==> src/lpmtc_consts.svh <==
/*
 Timing and bit rate constants for the LIN channel mode and timing control.
 Assumes a 20 MHz system clock (50 ns period); counts are derived from it.
*/
`ifndef LPMTC_CONSTS_SVH
`define LPMTC_CONSTS_SVH

`define LPMTC_CLK_NS 50
// Times in ns as printed, counts derived
`define LPMTC_T_TXDOM_MIN_NS 3750000
`define LPMTC_TXDOM_CYC ((`LPMTC_T_TXDOM_MIN_NS + `LPMTC_CLK_NS - 1) / `LPMTC_CLK_NS)
`define LPMTC_T_FIRSTDOM_MAX_NS 80000000
`define LPMTC_FIRSTDOM_CYC (`LPMTC_T_FIRSTDOM_MAX_NS / `LPMTC_CLK_NS)
`define LPMTC_T_TOGGLE_MAX_NS 45000
`define LPMTC_TOGGLE_CYC (`LPMTC_T_TOGGLE_MAX_NS / `LPMTC_CLK_NS)
`define LPMTC_T_CONFIRM_MIN_NS 1875
`define LPMTC_CONFIRM_CYC ((`LPMTC_T_CONFIRM_MIN_NS + `LPMTC_CLK_NS - 1) / `LPMTC_CLK_NS)
`define LPMTC_T_SLEEP_MIN_NS 50000
`define LPMTC_SLEEP_CYC ((`LPMTC_T_SLEEP_MIN_NS + `LPMTC_CLK_NS - 1) / `LPMTC_CLK_NS)
`define LPMTC_T_BUSWU_MIN_NS 40000
`define LPMTC_BUSWU_CYC ((`LPMTC_T_BUSWU_MIN_NS + `LPMTC_CLK_NS - 1) / `LPMTC_CLK_NS)
`define LPMTC_T_ENWU_MAX_NS 15000
`define LPMTC_ENWU_CYC (`LPMTC_T_ENWU_MAX_NS / `LPMTC_CLK_NS)
`define LPMTC_T_WAKEWU_MIN_NS 10000
`define LPMTC_WAKEWU_CYC ((`LPMTC_T_WAKEWU_MIN_NS + `LPMTC_CLK_NS - 1) / `LPMTC_CLK_NS)
// Bit rates in bit/s
`define LPMTC_RATE_NORMAL 20000
`define LPMTC_RATE_SLOW 10000
`define LPMTC_RATE_FAST 100000
`define LPMTC_CNT_W 21

`endif

==> src/lpmtc_pkg.sv <==
/*
 Types for the LIN channel mode and timing control.
 Assumes nothing beyond a SystemVerilog compiler.
*/
package lpmtc_pkg;
	typedef enum logic [1:0]
	{
		LPMTC_SLEEP = 2'b00,
		LPMTC_NORMAL = 2'b01,
		LPMTC_GO_SLEEP = 2'b10
	} lpmtc_mode_type;
	typedef enum logic [1:0]
	{
		LPMTC_RATE_NORM = 2'b00,
		LPMTC_RATE_SLOWV = 2'b01,
		LPMTC_RATE_FASTM = 2'b10
	} lpmtc_rate_type;
endpackage

==> src/lpmtc_filter.sv <==
/*
 Deglitch filter: output takes the input level after it held for LEN cycles.
 Assumes inputs synchronous to clk_in.
*/
`timescale 1ns/100ps
`default_nettype none
module lpmtc_filter #(
	parameter int unsigned LEN = 800
) (
	input wire logic clk_in,
	input wire logic rst_in,
	input wire logic init_in,
	input wire logic level_in,
	output logic level_out
);
	logic [20:0] cnt_q;

	// Count while input differs from output; restart on any bounce
	always_ff @(posedge clk_in)
	begin
		if (rst_in)
		begin
			cnt_q <= 21'h0;
			level_out <= init_in; // Start from the idle level given by the parent
		end
		else if (level_in == level_out)
			cnt_q <= 21'h0;
		else if (cnt_q >= 21'(LEN - 1))
		begin
			cnt_q <= 21'h0;
			level_out <= level_in;
		end
		else
			cnt_q <= cnt_q + 21'h1;
	end
endmodule
`default_nettype wire

==> src/lpmtc_top.sv <==
/*
 Mode and timing control of one LIN physical-layer channel: sleep, wake,
 dominant timeout, first-dominant validation, fast-rate toggle, undervoltage.
 Assumes all inputs synchronous to the 20 MHz clk_in; analog parts outside.
*/
// Function
// - Release bus after transmit held dominant too long
// - Validate first dominant within 80 ms
// - Confirm fast rate by receive low pulse
// - Mode fall enters sleep, regulator off later
// - Bus wake needs 40-100 us deglitch
// - Mode high turns regulator on within 15us
// - Wake pin change wakes after deglitch
// - Undervoltage disables transmit path
// - Bus inactive outside Normal mode
// - Normal or slow rate per variant
// - Fast mode supports up to 100 kbit/s
// - Overtemperature forces recessive, regulator off
`timescale 1ns/100ps
`default_nettype none
`include "lpmtc_consts.svh"
module lpmtc_top #(
	parameter int unsigned TXDOM_CYC = `LPMTC_TXDOM_CYC,
	parameter int unsigned FIRSTDOM_CYC = `LPMTC_FIRSTDOM_CYC,
	parameter bit SLOW_VARIANT = 1'b0
) (
	input wire logic clk_in,
	input wire logic rst_in,
	input wire logic tx_data_in,
	input wire logic mode_ctrl_in,
	input wire logic wake_in,
	input wire logic bus_level_in,
	input wire logic supply_pin_low_in,
	input wire logic over_temp_in,
	output logic bus_drive_dom_out,
	output logic rx_data_out,
	output logic regulator_switch_output,
	output lpmtc_pkg::lpmtc_mode_type mode_out,
	output lpmtc_pkg::lpmtc_rate_type rate_out
);
	import lpmtc_pkg::*;

	lpmtc_mode_type mode_q;
	logic mode_ctrl_q, wake_filt, wake_filt_q, bus_dom_filt;
	logic [21:0] txdom_cnt_q;
	logic [20:0] first_cnt_q;
	logic [11:0] sleep_cnt_q;
	logic [11:0] tog_cnt_q;
	logic [7:0] conf_cnt_q;
	logic tx_valid_q, fast_q, tog_armed_q, tog_tx_seen_q, tx_timeout_q;
	logic en_rise, en_fall, wake_evt;

	// ****************************************
	// Edge detection and deglitch filters
	// ****************************************
	always_ff @(posedge clk_in)
	begin
		if (rst_in)
		begin
			mode_ctrl_q <= 1'b0;
			wake_filt_q <= 1'b0;
		end
		else
		begin
			mode_ctrl_q <= mode_ctrl_in;
			wake_filt_q <= wake_filt;
		end
	end
	assign en_rise = mode_ctrl_in && !mode_ctrl_q;
	assign en_fall = !mode_ctrl_in && mode_ctrl_q;
	assign wake_evt = wake_filt != wake_filt_q;

	lpmtc_filter #(.LEN(`LPMTC_WAKEWU_CYC)) u_wake_filt (
		.clk_in(clk_in),
		.rst_in(rst_in),
		.init_in(1'b0),
		.level_in(wake_in),
		.level_out(wake_filt)
	);
	lpmtc_filter #(.LEN(`LPMTC_BUSWU_CYC)) u_bus_filt (
		.clk_in(clk_in),
		.rst_in(rst_in),
		.init_in(1'b0),
		.level_in(!bus_level_in && mode_q == LPMTC_SLEEP),
		.level_out(bus_dom_filt)
	);

	// ****************************************
	// Mode state machine
	// ****************************************
	// Mode rising edge wakes in one cycle, well inside 15 us
	always_ff @(posedge clk_in)
	begin
		if (rst_in)
		begin
			mode_q <= LPMTC_SLEEP;
			sleep_cnt_q <= 12'h0;
		end
		else
		begin
			case (mode_q)
				LPMTC_NORMAL:
				begin
					sleep_cnt_q <= 12'h0;
					if (en_fall)
						mode_q <= LPMTC_GO_SLEEP;
				end
				LPMTC_GO_SLEEP:
				begin
					// A short low pulse is the toggle, not a sleep request
					if (en_rise)
						mode_q <= LPMTC_NORMAL;
					else if (sleep_cnt_q >= 12'(`LPMTC_SLEEP_CYC - 1))
						mode_q <= LPMTC_SLEEP;
					else
						sleep_cnt_q <= sleep_cnt_q + 12'h1;
				end
				LPMTC_SLEEP:
				begin
					sleep_cnt_q <= 12'h0;
					if (en_rise || mode_ctrl_in || bus_dom_filt || wake_evt)
						mode_q <= LPMTC_NORMAL;
				end
				default:
					mode_q <= LPMTC_SLEEP;
			endcase
		end
	end

	// ****************************************
	// Transmit dominant timeout
	// ****************************************
	// Receiver stays active; only the driver is released
	always_ff @(posedge clk_in)
	begin
		if (rst_in || tx_data_in || mode_q != LPMTC_NORMAL)
		begin
			txdom_cnt_q <= 22'h0;
			tx_timeout_q <= 1'b0;
		end
		else if (txdom_cnt_q >= 22'(TXDOM_CYC - 1))
			tx_timeout_q <= 1'b1;
		else
			txdom_cnt_q <= txdom_cnt_q + 22'h1;
	end

	// ****************************************
	// First dominant validation
	// ****************************************
	// Transmit path valid once TX recessive seen, or at latest after 80 ms
	always_ff @(posedge clk_in)
	begin
		if (rst_in || mode_q != LPMTC_NORMAL)
		begin
			first_cnt_q <= 21'h0;
			tx_valid_q <= 1'b0;
		end
		else if (tx_data_in || first_cnt_q >= 21'(FIRSTDOM_CYC - 1))
			tx_valid_q <= 1'b1;
		else
			first_cnt_q <= first_cnt_q + 21'h1;
	end

	// ****************************************
	// Fast baud rate toggle
	// ****************************************
	// Host timing is assumed; only the 45 us pulse limit and the TX low-then-high sequence are checked
	always_ff @(posedge clk_in)
	begin
		if (rst_in || mode_q == LPMTC_SLEEP)
		begin
			tog_armed_q <= 1'b0;
			tog_tx_seen_q <= 1'b0;
			tog_cnt_q <= 12'h0;
			fast_q <= 1'b0;
			conf_cnt_q <= 8'h0;
		end
		else
		begin
			if (conf_cnt_q != 8'h0)
				conf_cnt_q <= conf_cnt_q - 8'h1;
			if (en_fall)
			begin
				tog_armed_q <= 1'b1;
				tog_tx_seen_q <= 1'b0;
				tog_cnt_q <= 12'h0;
			end
			else if (tog_armed_q && !mode_ctrl_in)
			begin
				tog_cnt_q <= tog_cnt_q + 12'h1;
				if (!tx_data_in)
					tog_tx_seen_q <= 1'b1;
			end
			if (en_rise && tog_armed_q)
			begin
				tog_armed_q <= 1'b0;
				// Valid pulse: TX low seen and back high before EN rose
				if (tog_tx_seen_q && tx_data_in && tog_cnt_q <= 12'(`LPMTC_TOGGLE_CYC))
				begin
					fast_q <= !fast_q; // Second toggle returns to the variant's normal or slow rate
					conf_cnt_q <= 8'(`LPMTC_CONFIRM_CYC);
				end
			end
		end
	end

	// ****************************************
	// Outputs
	// ****************************************
	always_ff @(posedge clk_in)
	begin
		if (rst_in)
		begin
			bus_drive_dom_out <= 1'b0;
			rx_data_out <= 1'b1;
			regulator_switch_output <= 1'b0;
			rate_out <= SLOW_VARIANT ? LPMTC_RATE_SLOWV : LPMTC_RATE_NORM;
		end
		else
		begin
			// Driver gated by mode, validation, timeout, supply and temperature
			bus_drive_dom_out <= mode_q == LPMTC_NORMAL && tx_valid_q && !tx_timeout_q
				&& !supply_pin_low_in && !over_temp_in && !tx_data_in;
			if (over_temp_in || mode_q != LPMTC_NORMAL)
				rx_data_out <= 1'b1;
			else if (conf_cnt_q != 8'h0)
				rx_data_out <= 1'b0;
			else
				rx_data_out <= bus_level_in;
			regulator_switch_output <= !over_temp_in && mode_q != LPMTC_SLEEP;
			if (fast_q)
				rate_out <= LPMTC_RATE_FASTM;
			else
				rate_out <= SLOW_VARIANT ? LPMTC_RATE_SLOWV : LPMTC_RATE_NORM;
		end
	end
	assign mode_out = mode_q;
endmodule
`default_nettype wire

==> config.mk <==
export PLATFORM = sky130hd
export DESIGN_NAME = lpmtc_top
export DESIGN_NICKNAME = d
export VERILOG_FILES = /design/src/lpmtc_pkg.sv /design/src/lpmtc_filter.sv /design/src/lpmtc_top.sv
export VERILOG_INCLUDE_DIRS = /design/src /design/src/src
export SDC_FILE = /design/constraint.sdc
export NUM_CORES = 1
export LEC_CHECK = 0
export ABC_AREA = 1
export BUFFER_PORTS_ARGS = -buffer_cell sky130_fd_sc_hd__buf_2
export CORE_MARGIN = 1
export CORE_UTILIZATION = 56
export CTS_CLUSTER_DIAMETER = 120
export CTS_CLUSTER_SIZE = 12
export DETAILED_ROUTE_END_ITERATION = 7
export PLACE_DENSITY = 0.82
export SKIP_LAST_GASP = 1
export SLEW_MARGIN = 20
export SYNTH_ARGS = -nofsm -noshare
export SYNTH_HDL_FRONTEND = slang
export SYNTH_SLANG_ARGS = --single-unit
==> constraint.sdc <==
create_clock -name clk_in -period 1.47 [get_ports clk_in]
set_input_delay 0.0735 -clock clk_in [delete_from_list [all_inputs] [get_ports clk_in]]
set_output_delay 0.0735 -clock clk_in [all_outputs]
set_load 0.05 [all_outputs]
# == Word level (Yosys, flattened, before mapping) ==
# Index checks and enable logic that the tools add are counted.
# classes
n_addsub,7
n_lt_le_gt_ge,6
n_eq_ne,11
muxes,13
n_bitwise,3
n_reduce_logical,46
# op_table
op,count
$add A21 B1 Y21 const B,3
$add A12 B1 Y12 const B,2
$mux W12,2
$mux W8,3
$pmux W12 S2,1
$add A22 B1 Y22 const B,1
$ge A22 B17 Y1 const B,1
$ge A21 B10 Y1 const B,1
$ge A21 B21 Y1 const B,1
$ge A21 B8 Y1 const B,1
$logic_and A1 B1 Y1,13
$ge A12 B10 Y1 const B,1
$le A12 B10 Y1 const B,1
$mux W2,5
$logic_or A1 B1 Y1,9
$logic_not A1 Y1,8
$ne A2 B2 Y1 const B,4
$reduce_and A2 Y1,4
$reduce_bool A8 Y1,1
$reduce_or A2 Y1,4
$sub A8 B1 Y8 const B,1
$pmux W2 S3,1
$reduce_and A3 Y1,2
$reduce_or A3 Y1,2
other kinds (10),14
# word_totals
ff_bits,133
input_bits,8

# == Depth between registers and ports, before layout ==
# Gate-level depths: netlist of the first run.
# depth
ltp_word,7
ltp_mapped,11
depth_no_buf,10

# == Modules after synthesis ==
# From an unflattened synthesis of the first run, not the netlist that was laid out.
# hier_totals
cells_unflattened,880
hier_area_um2,6283.5
# modules_own_cells
module,instances,cells_per_inst,area_each_um2,seq_area_each_um2
lpmtc_top,1,692,4652.0,1761.7
lpmtc_filter (u_bus_filt),1,105,869.6,450.4
lpmtc_filter (u_wake_filt),1,83,762.0,450.4

# == Worst setup path after synthesis of the first run ==
# No wires, ideal clock.
# synth_timing
path_kind,reg2reg
startpoint,register mode_q[0] (netlist: mode_out[0])
endpoint,register tx_timeout_q
setup_time_ns,0.070
arrival_ns,1.630
setup_slack_ns,-0.230
path_stages_with_launch,10
n_path_buf,1
synth_period_minus_slack_ns,1.700
path_cell_list,dfxtp_1 > inv_1 > nor2_4 > inv_1 > nor2_2 > inv_1 > nor2_1 > inv_1 > buf_2 > a21oi_1
# synth_via
elab_chain_len,2
# synth_rtl
element,line,rtl
start: declaration,lpmtc_top.sv:43,lpmtc_mode_type mode_q;
start signal: assignment,lpmtc_top.sv:96,mode_q <= LPMTC_SLEEP;
start signal: assignment,lpmtc_top.sv:106,mode_q <= LPMTC_GO_SLEEP;
start signal: assignment,lpmtc_top.sv:112,mode_q <= LPMTC_NORMAL;
$ne A2 B1 Y1,lpmtc_top.sv:136,if (rst_in || tx_data_in || mode_q != LPMTC_NORMAL)
$logic_or A1 B1 Y1,lpmtc_top.sv:136,
end signal: assignment,lpmtc_top.sv:139,tx_timeout_q <= 1'b0;
end signal: assignment,lpmtc_top.sv:142,tx_timeout_q <= 1'b1;
end: declaration,lpmtc_top.sv:50,"logic tx_valid_q, fast_q, tog_armed_q, tog_tx_seen_q, tx_timeout_q;"
# Every way passes these cells.
# A chain may end at the register's enable or synchronous reset.

# == Worst setup path after layout of the first run ==
# layout_timing
startpoint,register u_bus_filt.cnt_q[1]
endpoint,register u_bus_filt.cnt_q[6]
# layout_via
elab_chain_len,2
elab_cells_between_ends,3
# layout_rtl
element,line,rtl
start: declaration,lpmtc_filter.sv:16,logic [20:0] cnt_q;
start signal: assignment,lpmtc_filter.sv:34,cnt_q <= cnt_q + 21'h1;
$ge A21 B10 Y1,lpmtc_filter.sv:28,else if (cnt_q >= 21'(LEN - 1))
$reduce_or A3 Y1 (no source line),--,
# Parallel ways exist; a longest one is shown, timed or not.

==> run summary, run 1 <==
Outcome: finished with violations
Failing checks: setup timing
#FFs+latches synth: 132
Yosys top cell by area: dfxtp_1
Final HPWL DP: 9480 microns
Row count: 38
Die Y: 108 microns
Crit path time final: 1.58 ns
Leakage: 3.39 nW
Layout Nets: 1034
First-pass GRT wire length: 24400 microns
CP delay by family, top: simple AND/OR/NAND/NOR gates
GRT Max-Usage Layer: met2
Routed WL: 19200 microns
CP max stage delay: 0.37 ns
Clock transition at path regs: 0.06 ns
Most frequent cells in the layout: nand2_1 (176), nor2_1 (104), dfxtp_1 (94)
Critical path cell sequence: ha_2 -> nand2_1 -> nor2_1 -> nand2_1 -> nand2_1 -> nand3_4 -> o2111ai_4 -> nor2_2
Synth async-reset ratio: 0%
Met2 usage: 46.3%
RePlAce Congestion: 0.929
WP data arrival: 1.99 ns
Clk_lat worst skew: 0.54 ns
Number of remaining DRC errors: 0
H-Tree Depth: 4
Synthesized area per cell: 7.20 sq um
RSZ-0062 raised after global routing: true
Total congestion overflow: 0
Hold Vio Cnt, Final: 0
Total CTS buffers: 17
PnR worst setup slack: -0.105 ns
Setup TNS: -1.30 ns
Total number of vias: 6665
Worst vdd ir: 1.10 mV
Clock Path Buffers: 2
Hold WC Path Type: input port to flip-flop
Buffers & Inverters on Critical Path: 0
Worst hold slack: 0.277 ns
Reg2reg start: u_bus_filt.cnt_q[1]$_SDFF_PP0_
Max Transition Viols Final: 0
Clk sinks: 132
Commonest non-fill, non-tap cell in the layout: nand2_1
Final Util: 78.5%
Crit. End Element: flip-flop
M3 GR Usage: 6.51%
Detail Route Antenna Nets: 0
Vias in the first global route: 5660
Worst Setup Path Type: flip-flop to flip-flop
TritonCTS clock tree: done
Diode count: 0
Ranking of synthesized cells by area: dfxtp_1 (42%), nand2_1 (12%), nor2_1 (7.9%)
Largest net degree at the start of global routing: 20
Max Cap Viol: 0
Initial antenna violation count: 0
Max Fanout on Critical Path: 5
Clock skew: 0.0122 ns
Hold path startpoint: supply_pin_low_in
Max frequency: 635 MHz
DP Area: 0.00703 sq mm
Fin crit share: 107%
Final Cell Area: 0.00855 sq mm
Root Buffer Master: clkbuf_8
Worst path required time: 1.89 ns
Top cell type's share of synthesized area: 42.0%
Slowest-stage cell, CP: dfxtp_1
Core area: 0.0109 sq mm
Die Area: 0.0117 sq mm
Final setup fails: 32
Drt first pass iters: 5
Post-synth design cell area: 0.00629 sq mm
Synthesis-to-finish area growth: 35.9%
Register area share after synthesis: 42.0%
Met1 GRT Util: 30.3%
Starting Density: 57.8%
Ys flop type: dfxtp_1
Die W: 108 microns
Synth Instances: 874
Share of layout cells above drive strength 1: 33.1%
Drt wl/cell: 16.4 microns
Power, Total: 0.00976 W
1st-iter DRT viols: 627
Top Ports: 15
Total Routing Usage GR: 26.6%
Number of enable flip-flop cells after synthesis: 0
FILL cells: 611
Via density: 5.70
Crit path launch type: flip-flop
Ys Warns: 0
Quantity of I/O buffers inserted on ports: 13
CP startpoint: u_bus_filt.cnt_q[1]$_SDFF_PP0_
Pwr dens: 1140 mW/mm^2
Crit-path most repeated cell: nand2_1
Count of cell types in the netlist: 38
-- power by group --
| part | internal [W] | switching [W] | leakage, nW |
|---|---|---|---|
| sequential | 0.00373 | 0.000115 | 1.10 |
| combinational | 0.000807 | 0.00112 | 2.02 |
| clock | 0.00230 | 0.00168 | 0.273 |
-- worst reg2reg max path: cells and delay by family (launching register included) --
kind	cells	cell delay [ns]
simple gates	6	0.69
flops	1	0.37
compound gates	1	0.17
fa+ha+maj	1	0.22
-- metal layers --
layer | wire length, microns | share of wire (%) | vias up
li1 | - | - | 3051
met1 | 7210 | 38 | 3088
met2 | 9580 | 50 | 387
met3 | 1300 | 6.8 | 139
met4 | 1120 | 5.8 | 0
met5 | 0 | 0 | -
-- registers in the layout, indices dropped and copies added, names as in the netlist --
signal,count
fast_q,1
txdom_cnt_q,22
mode_out,2
tog_cnt_q,12
regulator_switch_output,1
rate_out,1
tog_tx_seen_q,1
tx_timeout_q,1
bus_drive_dom_out,1
u_bus_filt.cnt_q,21
u_bus_filt.level_out,1
mode_ctrl_q,1
tog_armed_q,1
conf_cnt_q,8
u_wake_filt.cnt_q,21
sleep_cnt_q,12
wake_filt_q,1
tx_valid_q,1
rx_data_out,1
u_wake_filt.level_out,1
first_cnt_q,21
-- kinds of logic (layout without fill, tap and decap cells) --
family,count (synthesis),after routing,synth area share (%)
xor gates and xnor gates,39,39,5.43
other,1,25,0.0596
and+or+nand+nor,486,487,34.7
AOI/OAI and AO/OA,88,89,7.88
buffers and inverters,119,249,8.10
DFF,132,132,42.0
adders and majority gates,9,9,1.79
-- final timing paths --
path / slack [ns] / endpoint / depth (start not counted)
setup / recovery: -0.11 / u_bus_filt.cnt_q[6]$_SDFF_PP0_ / 8
hold / removal: 0.28 / bus_drive_dom_out$_SDFF_PP0_ / 3
setup reg to reg: -0.11 / u_bus_filt.cnt_q[6]$_SDFF_PP0_ / 8
hold reg to reg: 0.43 / u_bus_filt.cnt_q[0]$_SDFF_PP0_ / 1
-- Yosys cell counts, types with 4 or more instances --
| cell | number |
|---|---|
| a21oi_1 | 49 |
| a21oi_2 | 8 |
| buf_6 | 5 |
| dfxtp_1 | 132 |
| ha_1 | 9 |
| inv_1 | 97 |
| inv_2 | 8 |
| nand2_1 | 207 |
| nand2_2 | 9 |
| nand3_1 | 64 |
| nand3_2 | 4 |
| nand3b_1 | 6 |
| nand4_1 | 20 |
| nor2_1 | 133 |
| nor2_2 | 10 |
| nor2_4 | 5 |
| nor3_1 | 17 |
| o21ai_0 | 25 |
| xnor2_1 | 12 |
| xor2_1 | 27 |
-- stage by stage --
stage / cells / setup slack (ns)
after floorplan: 898 / 0.000668
after global placement: 1104 / -0.0274
after detailed placement: 1104 / -0.0925
after CTS: 1151 / -0.0188
after global routing: 1170 / -0.222
final: 1170 / -0.105
-- final cells by class --
type / count / area (sq um) / area share (%)
clock buffer: 18 / 428 / 5.01
clock inverter: 14 / 125 / 1.46
inverter: 105 / 405 / 4.74
multi-input combinational: 649 / 3810 / 44.6
sequential: 132 / 2710 / 31.7
tap: 140 / 175 / 2.05
timing repair buffer: 111 / 881 / 10.3
timing repair inverter: 1 / 7.51 / 0.0878
-- timing repair --
item	CTS	global route
gates cloned	2	4
pin swaps	3	52
hold buffers	8	0
hold endpoints to repair	25	0
resized for setup	31	184
endpoints found under the setup margin	67	89
setup buffers	5	15
(Power assumes the default switching activity.)
==> run 2: changes to the inputs <==
--- a/config.mk
+++ b/config.mk
@@ -9,11 +9,11 @@
 export ABC_AREA = 1
 export BUFFER_PORTS_ARGS = -buffer_cell sky130_fd_sc_hd__buf_2
 export CORE_MARGIN = 1
-export CORE_UTILIZATION = 56
+export CORE_UTILIZATION = 50
 export CTS_CLUSTER_DIAMETER = 120
 export CTS_CLUSTER_SIZE = 12
 export DETAILED_ROUTE_END_ITERATION = 7
-export PLACE_DENSITY = 0.82
+export PLACE_DENSITY = 0.76
 export SKIP_LAST_GASP = 1
 export SLEW_MARGIN = 20
 export SYNTH_ARGS = -nofsm -noshare
==> run 2 against run 1 <==
- the flow still finishes with violations (setup timing)
- clock power rose by 18%
- clock skew fell by 0.00063 ns
- sequential share of layout area fell by 0.84 points
- fmax fell by 6.1%
- via count fell by 6.3%
- register-to-register slack got worse by 0.10 ns
- critical path type unchanged
==> run summary, run 2 (synthesized netlist as in run 1, its figures left out) <==
Crit. End Element: flip-flop
Fin crit share: 114% (+6.9 points)
Max reg flops: 22 (unchanged)
Quantity of I/O buffers inserted on ports: 13 (unchanged)
Slowest-stage cell, CP: dfxtp_4
Critical path cell sequence: nor2_2 -> nand2_1 -> nor2_1 -> nand3_2 -> nand3_4 -> buf_6 -> nand2_4 -> a21oi_2
First-pass GRT wire length: 24500 microns (+0.26%)
Commonest non-fill, non-tap cell in the layout: nand2_1
Vias in the first global route: 5514 (-2.6%)
Placed Cells: 1134 (+2.7%)
Detail Route Antenna Nets: 0 (unchanged)
Logic pwr share: 17.3% (-2.5 points)
Hold Vio Cnt, Final: 0 (unchanged)
1st-iter DRT viols: 482 (-23%)
Clk sinks: 132 (unchanged)
Top reg by flops: txdom_cnt_q
Row count: 40 (+5.3%)
PnR worst setup slack: -0.207 ns (-0.102 ns)
Max frequency: 596 MHz (-6.1%)
Pwr dens: 1170 mW/mm^2 (+2.7%)
Diode count: 0 (unchanged)
TritonCTS clock tree: done
Dpl ws: -0.0744 ns (+0.0181 ns)
Most frequent cells in the layout: nand2_1 (171), nor2_1 (102), dfxtp_1 (101)
Clock skew: 0.0116 ns (-0.000626 ns)
Layout Nets: 1043 (+0.87%)
Setup TNS: -2.97 ns (-1.66 ns)
P_sw: 0.00281 W (-3.9%)
Total Routing Usage GR: 23.8% (-2.9 points)
FILL cells: 862 (+41%)
Final Util: 72.2% (-6.3 points)
Share of layout cells above drive strength 1: 33.4% (+0.29 points)
H-Tree Depth: 4 (unchanged)
Max Transition Viols Final: 0 (unchanged)
Max Cap Viol: 0 (unchanged)
Core area: 0.0122 sq mm (+12%)
Drt wl/cell: 14.3 microns (-13%)
RePlAce Congestion: 0.883 (-5.0%)
Max Fanout on Critical Path: 5 (unchanged)
Seq pwr share: 37.2% (-2.2 points)
Worst vdd ir: 1.26 mV (+14%)
Root Buffer Master: clkbuf_16
Outcome: finished with violations
Total CTS buffers: 17 (unchanged)
Final Non-Filler Cells: 1207 (+3.2%)
Total number of vias: 6244 (-6.3%)
Starting Density: 51.7% (-6.1 points)
Die Area: 0.0130 sq mm (+12%)
Worst path required time: 1.81 ns (-0.08 ns)
Power, Total: 0.0103 W (+5.5%)
Final setup fails: 25 (-22%)
Storage element area: 0.00271 sq mm (about the same)
Drt first pass iters: 5 (unchanged)
Hold WC Path Type: input port to flip-flop
Total congestion overflow: 0 (unchanged)
WP data arrival: 2.02 ns (+0.03 ns)
Top Ports: 15 (unchanged)
Initial antenna violation count: 0 (unchanged)
CP max stage delay: 0.37 ns (about the same)
Clk_lat worst skew: 0.43 ns (-0.11 ns)
Int Power: 0.00749 W (+9.5%)
Largest net degree at the start of global routing: 21 (+5.0%)
Worst Setup Path Type: flip-flop to flip-flop
Synthesis-to-finish area growth: 39.6%
Final HPWL DP: 9370 microns (-1.1%)
Sw frac: 27.3% (-2.7 points)
Die W: 114 microns (+5.7%)
Number of remaining DRC errors: 0 (unchanged)
Leakage: 3.45 nW (+1.9%)
Multi-input logic area: 0.00382 sq mm (+0.23%)
Die Y: 114 microns (+5.7%)
Via density: 5.17 (-9.2%)
RSZ-0062 raised after global routing: true
Crit path launch type: flip-flop
Routed WL: 17200 microns (-10%)
Clock power share: 45.5% (+4.7 points)
Clock transition at path regs: 0.06 ns (about the same)
Failing checks: setup timing
Crit path time final: 1.68 ns (+0.102 ns)
Clock Path Buffers: 2 (unchanged)
run 2: cell count changes in the layout (fill, tap and decap cells not counted), moves of 4 or more:
cell,change
dfxtp_2,-11
inv_2,-4
dfxtp_4,+4
nand2_1,-5
clkinv_2,-5
nand2_2,+6
inv_1,+5
dfxtp_1,+7
buf_4,+6
nor2_2,+5
run 2: repair_timing:
| item | 4_1_cts | 5_1_grt |
|---|---|---|
| hold endpoints to repair | 8 | 0 |
| gates cloned | 3 | 3 |
| pin swaps | 3 | 56 |
| resized for setup | 42 | 174 |
| setup buffers | 3 | 23 |
| setup endpoints to repair | 53 | 90 |
| hold buffers | 9 | 0 |
run 2: worst paths after layout:
path / from / to / slack, ns / cells after the start
worst max-delay path: first_cnt_q[9]$_SDFFE_PP0N_ / first_cnt_q[9]$_SDFFE_PP0N_ / -0.21 / 8
worst min-delay path: rst_in / sleep_cnt_q[1]$_SDFFE_PP0P_ / 0.04 / 2
worst max register to register: first_cnt_q[9]$_SDFFE_PP0N_ / first_cnt_q[9]$_SDFFE_PP0N_ / -0.21 / 8
worst min register to register: u_bus_filt.cnt_q[0]$_SDFF_PP0_ / u_bus_filt.cnt_q[0]$_SDFF_PP0_ / 0.44 / 1
run 2: per-layer routing:
metal | vias up | GRT usage, % | share of wire, %
li1 | 3060 | - | -
met1 | 2882 | 29.2 | 42
met2 | 242 | 39.9 | 49
met3 | 60 | 5.51 | 6.1
met4 | 0 | 10.1 | 3.3
met5 | - | 0 | 0
run 2: power by group through the flow:
stage	Combinational (W)	Sequential [W]	Clock [W]
2_1_floorplan	0.00105	0.00394	0
3_3_place_gp	0.00135	0.00391	0
3_5_place_dp	0.00137	0.00391	0
4_1_cts	0.00147	0.00384	0.00471
5_1_grt	0.00198	0.00385	0.00490
6_report	0.00178	0.00383	0.00468
run 2: metrics by stage:
stage          cell area, sq um  hold WS (ns)
6_report                   8780        0.0354
5_1_grt                    8780        0.0287
4_1_cts                    8030       0.00604
3_5_place_dp               7090         0.269
3_3_place_gp               7090         0.270
2_1_floorplan              6400         0.146
run 2: area by class of cell:
| cell class | instances | share of cell area (%) |
|---|---|---|
| Timing Repair Buffer | 120 | 11.0 |
| Clock buffer | 20 | 5.33 |
| Clock inverter | 12 | 2.17 |
| Tap cell | 168 | 2.39 |
| Inverter | 105 | 4.65 |
| Multi-Input combinational cell | 649 | 43.5 |
| Timing Repair inverter | 1 | 0.0855 |
| Sequential cell | 132 | 30.9 |
run 2: worst max-delay path: cells and delay by family, from the launching register on:
| kind | cells | cell delay, ns |
|---|---|---|
| compound gates | 1 | 0.15 |
| flops | 1 | 0.37 |
| simple gates | 6 | 0.89 |
| buf+inv | 1 | 0.18 |
